<file path="src/rtl/self_diag_pkg.sv">
// Constants and types shared by the self-diagnostic block
package self_diag_pkg;
  // APB register byte offsets
  localparam logic [7:0] OFF_CTRL   = 8'h00;
  localparam logic [7:0] OFF_RESULT = 8'h04;
  localparam logic [7:0] OFF_IRQ_ST = 8'h08;
  localparam logic [7:0] OFF_IRQ_MK = 8'h0c;
  localparam logic [7:0] OFF_COLOR  = 8'h40;
  localparam logic [7:0] OFF_COLEND = 8'h7c;
  localparam logic [7:0] OFF_NVRAM  = 8'h80;
  localparam logic [7:0] OFF_NVEND  = 8'hbc;
  // Diagnostic result bit positions and default
  localparam int         BIT_LOAD     = 7;
  localparam int         BIT_FUNC     = 6;
  localparam int         BIT_ATTACH   = 5;
  localparam logic [7:0] RESULT_RESET = 8'h00;
  // Control register fields
  localparam int CTRL_SLEEP_OUT = 0;
  localparam int CTRL_TE_ON     = 1;
  localparam int CTRL_POWER_OK  = 2;
  localparam int CTRL_SOFT_RST  = 3;
  // Interrupt status bits
  localparam int IRQ_DONE = 0;
  localparam int IRQ_FAIL = 1;
  localparam int IRQ_W    = 2;
  // Register set sizes
  localparam int         NREG        = 16;
  localparam int         NCOLOR      = 15;
  localparam int         COLOR_W     = 10;
  localparam logic [3:0] A_COLOR_LO  = 4'hc;
  localparam logic [7:0] CMD_USER_LO = 8'h00;
  localparam logic [7:0] CMD_USER_HI = 8'haf;
  localparam logic [7:0] CMD_ID_LO   = 8'hda;
  localparam logic [7:0] CMD_ID_HI   = 8'hdc;
  // Diagnostic validity windows
  localparam int CLK_HZ       = 20_000_000;
  localparam int SLEEP_WAIT_MS = 120;
  localparam int AWAKE_WAIT_MS = 5;
  localparam int SLEEP_WAIT_CYC = SLEEP_WAIT_MS * (CLK_HZ / 1000);
  localparam int AWAKE_WAIT_CYC = AWAKE_WAIT_MS * (CLK_HZ / 1000);
  localparam int WAIT_W = 22;
  typedef enum logic [2:0] {ST_IDLE, ST_COMPARE, ST_LOAD, ST_WAIT, ST_DONE} diag_state_t;
endpackage : self_diag_pkg

</file>
<file path="src/rtl/pin_sync.sv">
// Two-flop synchroniser bank for pin inputs
`timescale 1ns/100ps
module pin_sync #(
  parameter int W = 1
) (
  // Clock and reset
  input  wire logic         clk_sys_in,
  input  wire logic         resetn_in,
  // Data
  input  wire logic [W-1:0] async_in,
  output logic      [W-1:0] sync_out
);
  logic [W-1:0] meta_r;
  logic [W-1:0] meta_nxt;
  logic [W-1:0] sync_nxt;

  always_comb begin
    meta_nxt = async_in;
    sync_nxt = meta_r;
  end

  always_ff @(posedge clk_sys_in or negedge resetn_in) begin
    if (!resetn_in) begin
      meta_r   <= '0;
      sync_out <= '0;
    end else begin
      meta_r   <= meta_nxt;
      sync_out <= sync_nxt;
    end
  end
endmodule : pin_sync

</file>
<file path="src/rtl/wait_timer.sv">
// Down-counter that reports when a diagnostic wait has elapsed
`timescale 1ns/100ps
module wait_timer (
  // Clock and reset
  input  wire logic                               clk_sys_in,
  input  wire logic                               resetn_in,
  // Control
  input  wire logic                               start_in,
  input  wire logic [self_diag_pkg::WAIT_W-1:0]   load_in,
  output logic                                    done_out
);
  import self_diag_pkg::*;
  logic [WAIT_W-1:0] cnt_r;
  logic [WAIT_W-1:0] cnt_nxt;
  logic              done_nxt;

  always_comb begin
    cnt_nxt  = cnt_r;
    done_nxt = 1'b0;
    if (start_in) begin
      cnt_nxt = load_in;
    end else if (cnt_r != '0) begin
      cnt_nxt  = cnt_r - 1'b1;
      done_nxt = (cnt_r == WAIT_W'(1));
    end
  end

  always_ff @(posedge clk_sys_in or negedge resetn_in) begin
    if (!resetn_in) begin
      cnt_r    <= '0;
      done_out <= 1'b0;
    end else begin
      cnt_r    <= cnt_nxt;
      done_out <= done_nxt;
    end
  end
endmodule : wait_timer

</file>
<file path="src/rtl/sleep_out_self_diagnostic.sv">
// Sleep-out self-diagnostic with tearing-effect gating and pin quieting
//
// Decided for this implementation: the APB register port and the register offsets.
`timescale 1ns/100ps
module sleep_out_self_diagnostic #(
  parameter int SLEEP_WAIT = self_diag_pkg::SLEEP_WAIT_CYC,
  parameter int AWAKE_WAIT = self_diag_pkg::AWAKE_WAIT_CYC,
  parameter logic A_COLOR_USED = 1'b0
) (
  // Clock and reset
  input  wire logic        clk_sys_in,
  input  wire logic        resetn_in,
  // APB slave
  input  wire logic        psel_in,
  input  wire logic        penable_in,
  input  wire logic        pwrite_in,
  input  wire logic [7:0]  paddr_in,
  input  wire logic [31:0] pwdata_in,
  output logic [31:0]      prdata_out,
  output logic             pready_out,
  output logic             pslverr_out,
  // Check results from analog and bump monitors
  input  wire logic        func_ok_in,
  input  wire logic        attach_ok_in,
  // Host interface pins
  input  wire logic        chip_select_n_in,
  input  wire logic        data_command_select_in,
  input  wire logic        write_strobe_n_in,
  input  wire logic        read_strobe_n_in,
  input  wire logic        line_sync_in,
  input  wire logic        frame_sync_in,
  input  wire logic        pixel_data_valid_in,
  input  wire logic [23:0] parallel_data_bus_in,
  // Gated pin inputs and output enables
  output logic [30:0]      host_pins_out,
  output logic             tearing_effect_output_out,
  output logic             pins_drive_en_out,
  output logic             irq_out
);
  import self_diag_pkg::*;

  localparam int PIN_W = 31;

  function automatic logic in_range(input logic [7:0] a, input logic [7:0] lo,
                                    input logic [7:0] hi);
    in_range = (a >= lo) && (a <= hi);
  endfunction : in_range

  function automatic logic mapped(input logic [7:0] a);
    mapped = (a == OFF_CTRL) || (a == OFF_RESULT) || (a == OFF_IRQ_ST) ||
             (a == OFF_IRQ_MK) || in_range(a, OFF_COLOR, OFF_COLEND) ||
             in_range(a, OFF_NVRAM, OFF_NVEND);
  endfunction : mapped

  logic [PIN_W-1:0] pins_raw;
  logic [PIN_W-1:0] pins_sync;
  assign pins_raw = {chip_select_n_in, data_command_select_in, write_strobe_n_in,
                     read_strobe_n_in, line_sync_in, frame_sync_in,
                     pixel_data_valid_in, parallel_data_bus_in};

  pin_sync #(.W(PIN_W)) u_sync (
    .clk_sys_in (clk_sys_in),
    .resetn_in  (resetn_in),
    .async_in   (pins_raw),
    .sync_out   (pins_sync)
  );

  // State
  diag_state_t       state_r, state_nxt;
  logic [7:0]        result_r, result_nxt;
  logic              te_on_r, te_on_nxt;
  logic              te_fail_r, te_fail_nxt;
  logic              power_ok_r, power_ok_nxt;
  logic              soft_rst_r, soft_rst_nxt;
  logic              asleep_r, asleep_nxt;
  logic              match_r, match_nxt;
  logic [3:0]        idx_r, idx_nxt;
  logic [IRQ_W-1:0]  irq_st_r, irq_st_nxt;
  logic [IRQ_W-1:0]  irq_mk_r, irq_mk_nxt;
  logic [7:0]        nv_r [NREG];
  logic [7:0]        nv_nxt [NREG];
  logic [7:0]        reg_r [NREG];
  logic [7:0]        reg_nxt [NREG];
  logic [COLOR_W-1:0] color_r [NCOLOR];
  logic [COLOR_W-1:0] color_nxt [NCOLOR];
  logic [31:0]       prdata_nxt;
  logic              pslverr_nxt;
  logic [PIN_W-1:0]  host_pins_nxt;
  logic              te_out_nxt, drive_nxt, irq_nxt;
  logic              timer_start;
  logic [WAIT_W-1:0] timer_load;
  logic              timer_done;

  wait_timer u_timer (
    .clk_sys_in (clk_sys_in),
    .resetn_in  (resetn_in),
    .start_in   (timer_start),
    .load_in    (timer_load),
    .done_out   (timer_done)
  );

  // Reads and refusals decode in setup so they stand beside pready
  logic acc, setup, wr, rd;
  assign acc   = psel_in && penable_in;
  assign setup = psel_in && !penable_in;
  assign wr    = acc && pwrite_in;
  assign rd    = setup && !pwrite_in;

  always_comb begin
    state_nxt    = state_r;
    result_nxt   = result_r;
    te_on_nxt    = te_on_r;
    te_fail_nxt  = te_fail_r;
    power_ok_nxt = power_ok_r;
    soft_rst_nxt = 1'b0;
    asleep_nxt   = asleep_r;
    match_nxt    = match_r;
    idx_nxt      = idx_r;
    irq_st_nxt   = irq_st_r;
    irq_mk_nxt   = irq_mk_r;
    nv_nxt       = nv_r;
    reg_nxt      = reg_r;
    color_nxt    = color_r;
    timer_start  = 1'b0;
    timer_load   = '0;
    prdata_nxt   = '0;
    pslverr_nxt  = setup && !mapped(paddr_in);

    // Register writes; event sets below override these clears
    if (wr) begin
      if (paddr_in == OFF_CTRL) begin
        if (pwdata_in[CTRL_TE_ON]) begin
          te_on_nxt   = 1'b1;
          te_fail_nxt = 1'b0;
        end
        power_ok_nxt = pwdata_in[CTRL_POWER_OK];
        soft_rst_nxt = pwdata_in[CTRL_SOFT_RST];
        if (pwdata_in[CTRL_SLEEP_OUT] && state_r == ST_IDLE && power_ok_r) begin
          state_nxt = ST_COMPARE;
          idx_nxt   = '0;
          match_nxt = 1'b1;
        end
      end else if (paddr_in == OFF_IRQ_ST) begin
        irq_st_nxt = irq_st_r & ~pwdata_in[IRQ_W-1:0];
      end else if (paddr_in == OFF_IRQ_MK) begin
        irq_mk_nxt = pwdata_in[IRQ_W-1:0];
      end else if (in_range(paddr_in, OFF_COLOR, OFF_COLEND)) begin
        // Factory programming port for colour values
        if (paddr_in[5:2] < NCOLOR[3:0]) begin
          color_nxt[paddr_in[5:2]] = pwdata_in[COLOR_W-1:0];
        end
      end else if (in_range(paddr_in, OFF_NVRAM, OFF_NVEND)) begin
        nv_nxt[paddr_in[5:2]] = pwdata_in[7:0];
      end
    end

    if (rd) begin
      if (paddr_in == OFF_CTRL) begin
        prdata_nxt = {28'h0000000, 1'b0, power_ok_r, te_on_r, asleep_r};
      end else if (paddr_in == OFF_RESULT) begin
        prdata_nxt = {24'h000000, result_r};
      end else if (paddr_in == OFF_IRQ_ST) begin
        prdata_nxt = {30'h00000000, irq_st_r};
      end else if (paddr_in == OFF_IRQ_MK) begin
        prdata_nxt = {30'h00000000, irq_mk_r};
      end else if (in_range(paddr_in, OFF_COLOR, OFF_COLEND)) begin
        if (paddr_in[5:2] >= NCOLOR[3:0]) begin
          prdata_nxt = '0;
        end else if (!A_COLOR_USED && paddr_in[5:2] >= A_COLOR_LO) begin
          prdata_nxt = '0;
        end else begin
          prdata_nxt = {22'h000000, color_r[paddr_in[5:2]]};
        end
      end else if (in_range(paddr_in, OFF_NVRAM, OFF_NVEND)) begin
        prdata_nxt = {24'h000000, reg_r[paddr_in[5:2]]};
      end
    end

    case (state_r)
      ST_IDLE: begin
      end
      ST_COMPARE: begin
        // Index maps into the factory-only command space above AFh
        if (!in_range({4'hb, idx_r}, CMD_USER_LO, CMD_USER_HI) &&
            !in_range({4'hb, idx_r}, CMD_ID_LO, CMD_ID_HI)) begin
          if (reg_r[idx_r] != nv_r[idx_r]) begin
            match_nxt = 1'b0;
          end
        end
        idx_nxt = idx_r + 1'b1;
        if (idx_r == 4'hf) begin
          state_nxt = ST_LOAD;
        end
      end
      ST_LOAD: begin
        reg_nxt = nv_r;
        if (match_r) begin
          result_nxt[BIT_LOAD] = ~result_r[BIT_LOAD];
        end else begin
          te_fail_nxt = 1'b1;
        end
        if (attach_ok_in) begin
          result_nxt[BIT_ATTACH] = ~result_r[BIT_ATTACH];
        end else begin
          te_fail_nxt = 1'b1;
        end
        timer_start = 1'b1;
        timer_load  = asleep_r ? WAIT_W'(SLEEP_WAIT) : WAIT_W'(AWAKE_WAIT);
        asleep_nxt  = 1'b0;
        state_nxt   = ST_WAIT;
      end
      ST_WAIT: begin
        if (timer_done) begin
          if (func_ok_in) begin
            result_nxt[BIT_FUNC] = ~result_r[BIT_FUNC];
          end else begin
            te_fail_nxt = 1'b1;
          end
          state_nxt = ST_DONE;
        end
      end
      ST_DONE: begin
        irq_st_nxt[IRQ_DONE] = 1'b1;
        if (te_fail_nxt) begin
          irq_st_nxt[IRQ_FAIL] = 1'b1;
        end
        state_nxt = ST_IDLE;
      end
      default: state_nxt = ST_IDLE;
    endcase

    // Software reset returns the module to its sleep-in defaults
    if (soft_rst_r) begin
      state_nxt   = ST_IDLE;
      result_nxt  = RESULT_RESET;
      te_on_nxt   = 1'b0;
      te_fail_nxt = 1'b0;
      asleep_nxt  = 1'b1;
    end

    drive_nxt     = power_ok_r && !soft_rst_r;
    te_out_nxt    = drive_nxt && te_on_nxt && !te_fail_nxt;
    host_pins_nxt = drive_nxt ? pins_sync : '0;
    irq_nxt       = |(irq_st_nxt & irq_mk_nxt);
  end

  always_ff @(posedge clk_sys_in or negedge resetn_in) begin
    if (!resetn_in) begin
      state_r    <= ST_IDLE;
      result_r   <= RESULT_RESET;
      te_on_r    <= 1'b0;
      te_fail_r  <= 1'b0;
      power_ok_r <= 1'b0;
      soft_rst_r <= 1'b0;
      asleep_r   <= 1'b1;
      match_r    <= 1'b0;
      idx_r      <= '0;
      irq_st_r   <= '0;
      irq_mk_r   <= '0;
      for (int i = 0; i < NREG; i++) begin
        nv_r[i]  <= '0;
        reg_r[i] <= '0;
      end
      for (int i = 0; i < NCOLOR; i++) begin
        color_r[i] <= '0;
      end
      prdata_out                <= '0;
      pready_out                <= 1'b0;
      pslverr_out               <= 1'b0;
      host_pins_out             <= '0;
      tearing_effect_output_out <= 1'b0;
      pins_drive_en_out         <= 1'b0;
      irq_out                   <= 1'b0;
    end else begin
      state_r    <= state_nxt;
      result_r   <= result_nxt;
      te_on_r    <= te_on_nxt;
      te_fail_r  <= te_fail_nxt;
      power_ok_r <= power_ok_nxt;
      soft_rst_r <= soft_rst_nxt;
      asleep_r   <= asleep_nxt;
      match_r    <= match_nxt;
      idx_r      <= idx_nxt;
      irq_st_r   <= irq_st_nxt;
      irq_mk_r   <= irq_mk_nxt;
      nv_r       <= nv_nxt;
      reg_r      <= reg_nxt;
      color_r    <= color_nxt;
      prdata_out                <= prdata_nxt;
      pready_out                <= psel_in && !penable_in;
      pslverr_out               <= pslverr_nxt;
      host_pins_out             <= host_pins_nxt;
      tearing_effect_output_out <= te_out_nxt;
      pins_drive_en_out         <= drive_nxt;
      irq_out                   <= irq_nxt;
    end
  end
endmodule : sleep_out_self_diagnostic

</file>
<file path="config.mk">
export PLATFORM = sky130hd
export DESIGN_NAME = sleep_out_self_diagnostic
export DESIGN_NICKNAME = d
export VERILOG_FILES = /design/src/rtl/self_diag_pkg.sv /design/src/rtl/pin_sync.sv /design/src/rtl/wait_timer.sv /design/src/rtl/sleep_out_self_diagnostic.sv
export SDC_FILE = /design/constraint.sdc
export NUM_CORES = 1
export LEC_CHECK = 0
export CORE_MARGIN = 2
export CORE_UTILIZATION = 63
export DETAILED_ROUTE_END_ITERATION = 6
export DONT_BUFFER_PORTS = 1
export GPL_ROUTABILITY_DRIVEN = 0
export PLACE_DENSITY_LB_ADDON = 0.08
export RECOVER_POWER = 25
export SETUP_SLACK_MARGIN = 0.02
export SYNTH_ARGS = -nofsm -noshare
export SYNTH_HDL_FRONTEND = slang
export SYNTH_SLANG_ARGS = --single-unit
</file>
<file path="constraint.sdc">
create_clock -name clk_sys_in -period 3.3 [get_ports clk_sys_in]
set_input_delay 0.66 -clock clk_sys_in [delete_from_list [all_inputs] [get_ports clk_sys_in]]
set_output_delay 0.66 -clock clk_sys_in [all_outputs]
set_load 0.05 [all_outputs]
</file>
; Word-level counts from Yosys, hierarchy flattened
; Index checks and enable logic that the tools add are counted.
[classes]
bitwise_logic = 12
n_reduce_logical = 44
n_lt_le_gt_ge = 10
n_mux = 85
n_eq_ne = 10
n_addsub = 2
[op_table]
columns = op, count
row1 = 32-bit two-way mux, 6
row2 = 150-bit bitwise mux, 1
row3 = 128-bit bitwise mux, 1
row4 = 8-bit binary-select mux with 4-bit select, 3
row5 = 22-bit two-way mux, 4
row6 = 8-bit two-way mux, 9
row7 = 10-bit two-way mux, 5
row8 = 10-bit binary-select mux with 4-bit select, 1
row9 = 10-bit demux with 4-bit select, 1
row10 = 8-bit demux with 4-bit select, 1
row11 = 1-bit two-way mux, 32
row12 = 31-bit two-way mux, 1
row13 = "22-bit by 1-bit == test with 1-bit output, second input constant", 1
row14 = 22-bit nonzero test, 1
row15 = "22-bit by 1-bit subtractor with 22-bit output, second input constant", 1
row16 = 2-bit nonzero test, 10
row17 = 3-bit two-way mux, 6
row18 = "8-bit by 4-bit == test with 1-bit output, second input constant", 2
row19 = 2-bit two-way mux, 8
row20 = 4-bit two-way mux, 4
row21 = 1-bit logical AND, 13
row22 = 3-bit case mux with 4 select lines, 1
row23 = 6-bit AND reduction, 2
row24 = "5-bit >= comparator, second input constant", 2
row25 = 26 further kinds, 47
[totals]
register_bits = 579

; Longest topological paths before layout
; Gate-level depths: netlist (run 1).
[depth]
word_depth = 12
mapped_depth = 10
ltp_nobuf = 8

; Cells and area by module
; Synthesis (run 1) repeated with hierarchy kept, for this count alone.
[hier_totals]
hier_cells = 1614
area_unflattened_um2 = 23837.9
[modules_own_cells]
columns = mod, seq_area_each_um2, cells_per_inst, n_inst, area_each_um2
row1 = sleep_out_self_diagnostic, 11061.9, 1398, 1, 20916.3
row2 = pin_sync, 1551.5, 62, 1, 1551.5
row3 = wait_timer, 575.6, 154, 1, 1370.1

; Worst setup path after synthesis (run 1)
; Ideal clock, no wire load.
[synth_timing]
path_kind = input to register
from = input port paddr_in[2]
to = register prdata_out[3]
path_buffers = 3
arrival_time_ns = 2.521
setup_time_ns = 0.126
cell_stages = 7
path_slack_ns = 0.653
path_cell_list = buf_2 buf_2 buf_2 mux4_2 mux4_2 a22oi_1 nor2_1
[synth_between]
elab_chain_cells = 12
elab_cells_between_ends = 28
[synth_rtl]
columns = item, line
row1 = start: declaration, sleep_out_self_diagnostic.sv:17  ; input wire logic [7:0] paddr_in,
row2 = 4-bit inverter with 5-bit output (implied by the code), "sleep_out_self_diagnostic.sv:172, sleep_out_self_diagnostic.sv:175"
row3 = 10-bit binary-select mux with 4-bit select, sleep_out_self_diagnostic.sv:172  ; prdata_nxt = {22'h000000, color_r[paddr_in[5:2]]};
row4 = 10-bit two-way mux (implied by the code) (2 in a row), sleep_out_self_diagnostic.sv:172
row5 = 10-bit two-way mux, sleep_out_self_diagnostic.sv:169  ; end else if (!A_COLOR_USED && paddr_in[5:2] >= A_COLOR_LO) begin
row6 = 10-bit two-way mux, sleep_out_self_diagnostic.sv:167  ; if (paddr_in[5:2] >= NCOLOR[3:0]) begin
row7 = 32-bit two-way mux, sleep_out_self_diagnostic.sv:166  ; end else if (in_range(paddr_in, OFF_COLOR, OFF_COLEND)) begin
row8 = 32-bit two-way mux, sleep_out_self_diagnostic.sv:164  ; end else if (paddr_in == OFF_IRQ_MK) begin
row9 = 32-bit two-way mux, sleep_out_self_diagnostic.sv:162  ; end else if (paddr_in == OFF_IRQ_ST) begin
row10 = 32-bit two-way mux, sleep_out_self_diagnostic.sv:160  ; end else if (paddr_in == OFF_RESULT) begin
row11 = 32-bit two-way mux (*), sleep_out_self_diagnostic.sv:158  ; if (paddr_in == OFF_CTRL) begin
row12 = 32-bit two-way mux (*), sleep_out_self_diagnostic.sv:157  ; if (rd) begin
row13 = net prdata_nxt[3], sleep_out_self_diagnostic.sv:86  ; logic [31:0] prdata_nxt;
row14 = end signal: assignment, sleep_out_self_diagnostic.sv:289  ; prdata_out <= prdata_nxt;
row15 = end: declaration, sleep_out_self_diagnostic.sv:19  ; output logic [31:0] prdata_out,
; The timed path passes the listed nets; every way through them passes the cells marked *. The select of a mux whose other input is x is not followed.
; A chain may end at the register's enable or synchronous reset.

; Worst setup path after layout (run 1)
[layout_timing]
from = register idx_r[0]
to = register match_r
[layout_between]
elab_chain_cells = 7
elab_cells_between_ends = 10
[layout_rtl]
columns = item, line
row1 = start: declaration, sleep_out_self_diagnostic.sv:77  ; logic [3:0] idx_r, idx_nxt;
row2 = start signal: assignment, sleep_out_self_diagnostic.sv:283  ; idx_r <= idx_nxt;
row3 = 4-bit inverter with 5-bit output (implied by the code) (*), sleep_out_self_diagnostic.sv:186  ; if (reg_r[idx_r] != nv_r[idx_r]) begin
row4 = 8-bit binary-select mux with 4-bit select, sleep_out_self_diagnostic.sv:186
row5 = 8-bit two-way mux (implied by the code) (2 in a row), sleep_out_self_diagnostic.sv:186
row6 = 8-bit != test (*), sleep_out_self_diagnostic.sv:186
row7 = 1-bit two-way mux (*), sleep_out_self_diagnostic.sv:186
row8 = 1-bit two-way mux (*), sleep_out_self_diagnostic.sv:179  ; case (state_r)
row9 = net match_nxt, sleep_out_self_diagnostic.sv:76  ; logic match_r, match_nxt;
row10 = end signal: assignment, sleep_out_self_diagnostic.sv:282  ; match_r <= match_nxt;
row11 = end: declaration, sleep_out_self_diagnostic.sv:76
; Marks and branches as above.

==> flow_summary.json, run 1 <==
{
  "synth_xor_area_share_pct": 0.703,
  "antenna_found_initial": 2,
  "clock-root-buffer": "clkbuf_16",
  "top_usage_layer": "met2",
  "synth_simple_gate_area_share_pct": 11.5,
  "crit_path_start_kind": "register",
  "hold_ws_ns": -0.238,
  "crit_required_ns": 3.83,
  "yosysTopAreaCellShare_pct": 55.6,
  "initial_core_util_pct": 64.3,
  "cts.sinks": 527,
  "ys_seq_area_share_pct": 55.7,
  "syn_inst": 1885,
  "synth_fa_ha_area_share_pct": 0.159,
  "final_hold_viol_count": 526,
  "clock_skew_ns": 0.0234,
  "route.detailed.drc": 0,
  "critPathArrivalTime_ns": 3.68,
  "dp_hpwl_mm": 33.3,
  "drive_above_1_share_pct": 28.1,
  "routed_wl_mm": 55.4,
  "fin_crit_ns": 3.15,
  "hold_path.class": "input pin to async pin",
  "synthMuxAreaShare_pct": 25.0,
  "coreArea_um2": 36800,
  "grtUsageMet2_pct": 46.1,
  "path_clk_slew_ns": 0.06,
  "synth_area_leaders": "dfrtp_1, mux2_2, mux4_2, nand2_1, mux2i_1",
  "drt_iter0_drc": 1156,
  "vias": 14800,
  "ir_worst_vdd_mv": 0.506,
  "grt_max_degree": 528,
  "ys_warn_count": 0,
  "maxCapViolations": 0,
  "ctsResizeCount": 0,
  "use_met3_pct": 7.09,
  "drtPass1Iterations": 5,
  "routed_via_density": 6.22,
  "ys_types": 62,
  "cp_max_fo": 16,
  "worst_pin_slew_ns": 1.16,
  "track_usage_pct": 29.8,
  "die_y_um": 198,
  "ys.flop_type": "dfrtp_1",
  "htree_levels": 2,
  "die_x_um": 198,
  "async_flop_share_pct": 100,
  "synth-compound-area-share_pct": 3.78,
  "clk_latency_ns": 0.60,
  "post_cts_buffers": 0,
  "area_growth_pct": 9.96,
  "use_met1_pct": 41.7,
  "ios": 146,
  "grt_first_pass_wirelength_mm": 87.7,
  "status": "finished with violations",
  "clk_path_buf_depth": 3,
  "layout_common_cells": "dfrtp_1, nand2_1, mux2_2",
  "synth_top_family_by_area": "multiplexers",
  "worst_setup_path_end_kind": "register",
  "synthesis.area_um2": 23700,
  "wl_per_cell_um": 23.3,
  "nets": 1952,
  "p_per_area_nw_per_um2": 559,
  "port_buffers": 0,
  "worstSetupPathType": "register to register",
  "cts_buffers": 53,
  "fmax_mhz": 317,
  "rsz0062_at_grt": "no",
  "grt-ovfl-total": 0,
  "cts_tree": "yes",
  "synth_edf_count": 0,
  "final_common_cell": "dfrtp_1",
  "fin_tns_setup_ns": 0,
  "violations": "negative hold slack",
  "p_leak_nw": 12.4,
  "die_area_um2": 39100,
  "setup_viol": 0,
  "drv_slew": 0,
  "fillers": 2514,
  "yosysTopAreaCell": "dfrtp_1",
  "row_count": 70,
  "timing.final.crit_share_pct": 95.6,
  "first_global_vias": 15100,
  "slew-limit-headroom_pct": 22.3,
  "yosys_register_bits": 527,
  "ant_nets": 0,
  "syn_area_per_cell_um2": 12.6
}
-- flip-flops by register name, indices dropped and copies added (netlist names), 2 cells and up --
signal,cells
irq_st_r,2
state_r,3
u_timer.cnt_r,22
color_r,120
result_r,3
irq_mk_r,2
reg_r,128
u_sync.sync_out,31
idx_r,4
nv_r,128
host_pins_out,31
prdata_out,10
u_sync.meta_r,31
-- layout make-up --
type | instances | area (µm²) | area share, %
flip-flops and latches | 527 | 13200 | 50.7
multi-input cells | 1227 | 9830 | 37.8
clock buffers | 71 | 1520 | 5.86
well taps | 468 | 586 | 2.25
repair buffers | 53 | 473 | 1.82
clock inverters | 26 | 377 | 1.45
inverters | 9 | 33.8 | 0.130
diodes | 1 | 2.50 | 0.00962
-- power breakdown --
group	switching (mW)	leakage, nW	internal (mW)
Sequential	0.262	7.10	6.75
Clock	2.53	0.933	3.94
Combinational	0.491	4.38	0.581
-- cell usage after synthesis, types with 3 or more instances --
cell type	instances
nor2_2	13
dfrtp_1	526
or4_1	4
buf_1	5
a22o_1	5
a21oi_1	24
nor2b_1	9
and2_1	34
clkbuf_1	87
a211oi_1	5
nand2_2	3
mux2_1	3
nor4_1	11
buf_2	17
o21ai_0	37
nor2_1	63
buf_4	27
nand3_1	10
xnor2_1	13
mux2_2	248
inv_1	8
nor3_1	13
o22ai_1	3
xor2_1	6
nor3_2	3
ha_1	3
mux4_2	109
nand2b_1	6
or3_1	8
or2_2	5
a221oi_1	25
o21ai_1	4
a22oi_1	18
nand2_1	423
and3_1	8
nand4_1	3
mux2i_1	63
buf_6	4
-- routing by layer --
metal	vias to the layer above	part of all wire, %
li1	6537	-
met1	7664	42
met2	499	47
met3	115	7.7
met4	0	3.7
met5	-	0
-- per-stage QoR --
stage          utilization (%)  instances  power (mW)  worst slack, ns  area (µm²)
2_1_floorplan                -       1906        7.99            0.653       23700
3_3_place_gp              65.6       2284        8.14            0.311       24100
3_5_place_dp              65.6       2284        8.18            0.305       24100
4_1_cts                   70.7       2381        14.6            0.303       26000
5_1_grt                   70.7       2381        15.1           0.0528       26000
6_report                  70.7       2382        14.6            0.146       26000
-- final timing paths --
check / cells after the start / slack, ns / end / from
max: 8 / 0.15 / match_r / idx_r[0]
min: 0 / -0.24 / host_pins_out[15] / resetn_in
max reg2reg: 8 / 0.15 / match_r / idx_r[0]
min reg2reg: 0 / 0.35 / u_sync.sync_out[27] / u_sync.meta_r[27]
max in group asynchronous: 0 / 2.80 / reg_r[34] / resetn_in
min in group clk_sys_in: 0 / 0.09 / u_sync.meta_r[0] / parallel_data_bus_in[0]
-- worst max-delay path, cell delays in order (launching register included) --
cell	delay, ns
dfrtp_4	0.66
buf_12	0.23
buf_4	0.20
mux4_2	0.52
a22o_1	0.26
o211a_1	0.24
a211oi_1	0.50
nand4_1	0.26
a21oi_1	0.20
-- cell families after synthesis --
kind of cell,Yosys count
other cells,1
mux,423
flops,527
buf+inv,152
fa+ha+maj,3
simple gates,625
compound gates,135
xor+xnor,19
(Power assumes the default switching activity.)
==> run 2, diff against run 1 <==
--- a/config.mk
+++ b/config.mk
@@ -5,8 +5,10 @@
 export SDC_FILE = /design/constraint.sdc
 export NUM_CORES = 1
 export LEC_CHECK = 0
+export CELL_PAD_IN_SITES_DETAIL_PLACEMENT = 1
+export CELL_PAD_IN_SITES_GLOBAL_PLACEMENT = 1
 export CORE_MARGIN = 2
-export CORE_UTILIZATION = 63
+export CORE_UTILIZATION = 52
 export DETAILED_ROUTE_END_ITERATION = 6
 export DONT_BUFFER_PORTS = 1
 export GPL_ROUTABILITY_DRIVEN = 0
==> constraint.sdc (replaced) <==
create_clock -name clk_sys_in -period 3.22 [get_ports clk_sys_in]
set_input_delay 0.644 -clock clk_sys_in [delete_from_list [all_inputs] [get_ports clk_sys_in]]
set_output_delay 0.644 -clock clk_sys_in [all_outputs]
set_load 0.05 [all_outputs]
==> run 2 against run 1 <==
Net effect: the run ends with negative hold slack, max-slew violations left; total power is 2.2% higher; clock power is 2% higher; fmax is 4.4% higher; cell count is 5.5% higher; die area is 21% higher; critical path type unchanged; clock skew is 0.012 ns lower; critical path depth is 1 lower; global-route usage is 2.1 points lower; register-to-register slack better by 0.05 ns; via count is 2.0% higher; combinational power is 7% higher.
==> flow_summary.json, run 2 (synthesis results as in run 1) <==
{
  "critPathArrivalTime_ns": 3.55,
  "crit_required_ns": 3.75,
  "drt_iter0_drc": 1366,
  "grt_max_degree": 528,
  "rsz0062_at_grt": "no",
  "slew-limit-headroom_pct": -54.5,
  "r2r_end": "match_r",
  "route.detailed.drc": 0,
  "maxCapViolations": 0,
  "placed_area_um2": 24300,
  "ff2ff_setup_slack_ns": 0.20,
  "hold_path.class": "input pin to async pin",
  "die_y_um": 217,
  "drive_above_1_share_pct": 27.9,
  "port_buffers": 0,
  "area_growth_pct": 10.5,
  "htree_levels": 2,
  "nets": 1952,
  "clock-root-buffer": "clkbuf_16",
  "initial_core_util_pct": 52.4,
  "fin_crit_ns": 3.02,
  "die_x_um": 217,
  "violations": "negative hold slack, max-slew violations",
  "final_common_cell": "dfrtp_1",
  "p_per_area_nw_per_um2": 568,
  "worstSetupPathType": "register to register",
  "grt-ovfl-total": 0,
  "fin_tns_setup_ns": 0,
  "routed_wl_mm": 63.5,
  "ios": 146,
  "cts_tree": "yes",
  "clock_skew_ns": 0.0118,
  "grt_first_pass_wirelength_mm": 98.8,
  "pre_cts_ws_ns": 0.135,
  "post_cts_buffers": 0,
  "clk_latency_ns": 0.61,
  "routed_via_density": 6.01,
  "fillers": 4454,
  "fin_area_um2": 26200,
  "status": "finished with violations",
  "final_util_pct": 57.9,
  "wl_per_cell_um": 25.3,
  "dp_hpwl_mm": 38.1,
  "top_regs": "nv_r x128, reg_r x128, color_r x120",
  "cts_buffers": 55,
  "fmax_mhz": 331,
  "antennaDiodeCount": 0,
  "ir_worst_vdd_mv": 0.444,
  "ctsResizeCount": 0,
  "final_hold_viol_count": 99,
  "drtPass1Iterations": 5,
  "path_clk_slew_ns": 0.06,
  "reg2reg_depth": 7,
  "timing.final.crit_share_pct": 93.8,
  "ant_nets": 0,
  "coreArea_um2": 45200,
  "crit_path_start_kind": "register",
  "row_count": 78,
  "clk_path_buf_depth": 3,
  "track_usage_pct": 27.8,
  "hold_ws_ns": -0.268,
  "worst_setup_path_end_kind": "register",
  "reg2reg_from": "idx_r[2]",
  "die_area_um2": 47200,
  "cts.sinks": 527,
  "p_leak_nw": 12.4,
  "layout_setup_ws_ns": 0.200,
  "antenna_found_initial": 2,
  "cp_max_fo": 9,
  "drv_slew": 412,
  "vias": 15100,
  "first_global_vias": 16400,
  "layout_common_cells": "dfrtp_1, nand2_1, mux2_2",
  "worst_pin_slew_ns": 2.32,
  "setup_viol": 0
}
## run 2: layout make-up
cell class / instances / area (µm²) / share of cell area (%)
clock buffer: 78 / 1620 / 6.17
clock inverter: 22 / 263 / 1.00
inverter: 9 / 33.8 / 0.129
multi-input combinational: 1227 / 9830 / 37.6
sequential: 527 / 13200 / 50.4
tap: 600 / 751 / 2.87
timing repair buffer: 51 / 470 / 1.80
## run 2: worst max-delay path by stage
| stage | start | to | slack (ns) | cells after the start |
|---|---|---|---|---|
| 3_5_place_dp | paddr_in[1] | nv_r[114] | 0.14 | 8 |
| 6_report | idx_r[2] | match_r | 0.20 | 7 |
| 3_3_place_gp | paddr_in[1] | nv_r[114] | 0.14 | 8 |
| 2_1_floorplan | paddr_in[2] | prdata_out[3] | 0.59 | 7 |
| 5_1_grt | idx_r[2] | match_r | 0.04 | 9 |
| 4_1_cts | idx_r[2] | match_r | 0.22 | 9 |
## run 2: power by group
group          switching [mW]  internal, mW
logic                   0.549         0.587
clock network            2.68          3.89
registers               0.247          6.92
total                    3.48          11.4
## run 2: routing by layer
metal	track usage [%]	part of all wire, %	up-vias
li1	-	-	6543
met3	6.04	5.9	110
met4	7.26	2.3	2
met1	38.3	44	8095
met2	44.9	48	364
met5	0	0.016	-
## run 2: critical path: stages, from the launching register on
cell      delay (ns)
dfrtp_1         0.59
nor2b_2         0.64
a221oi_1        0.25
a22o_1          0.27
o211ai_1        0.38
nor4b_1         0.34
nand4_1         0.26
a21oi_1         0.21
## run 2: stage by stage
stage | power, mW | std cells
floorplan | 8.19 | 1906
global placement | 8.36 | 2414
detailed placement | 8.42 | 2414
CTS | 15.0 | 2514
global route | 15.4 | 2514
finish | 14.9 | 2514
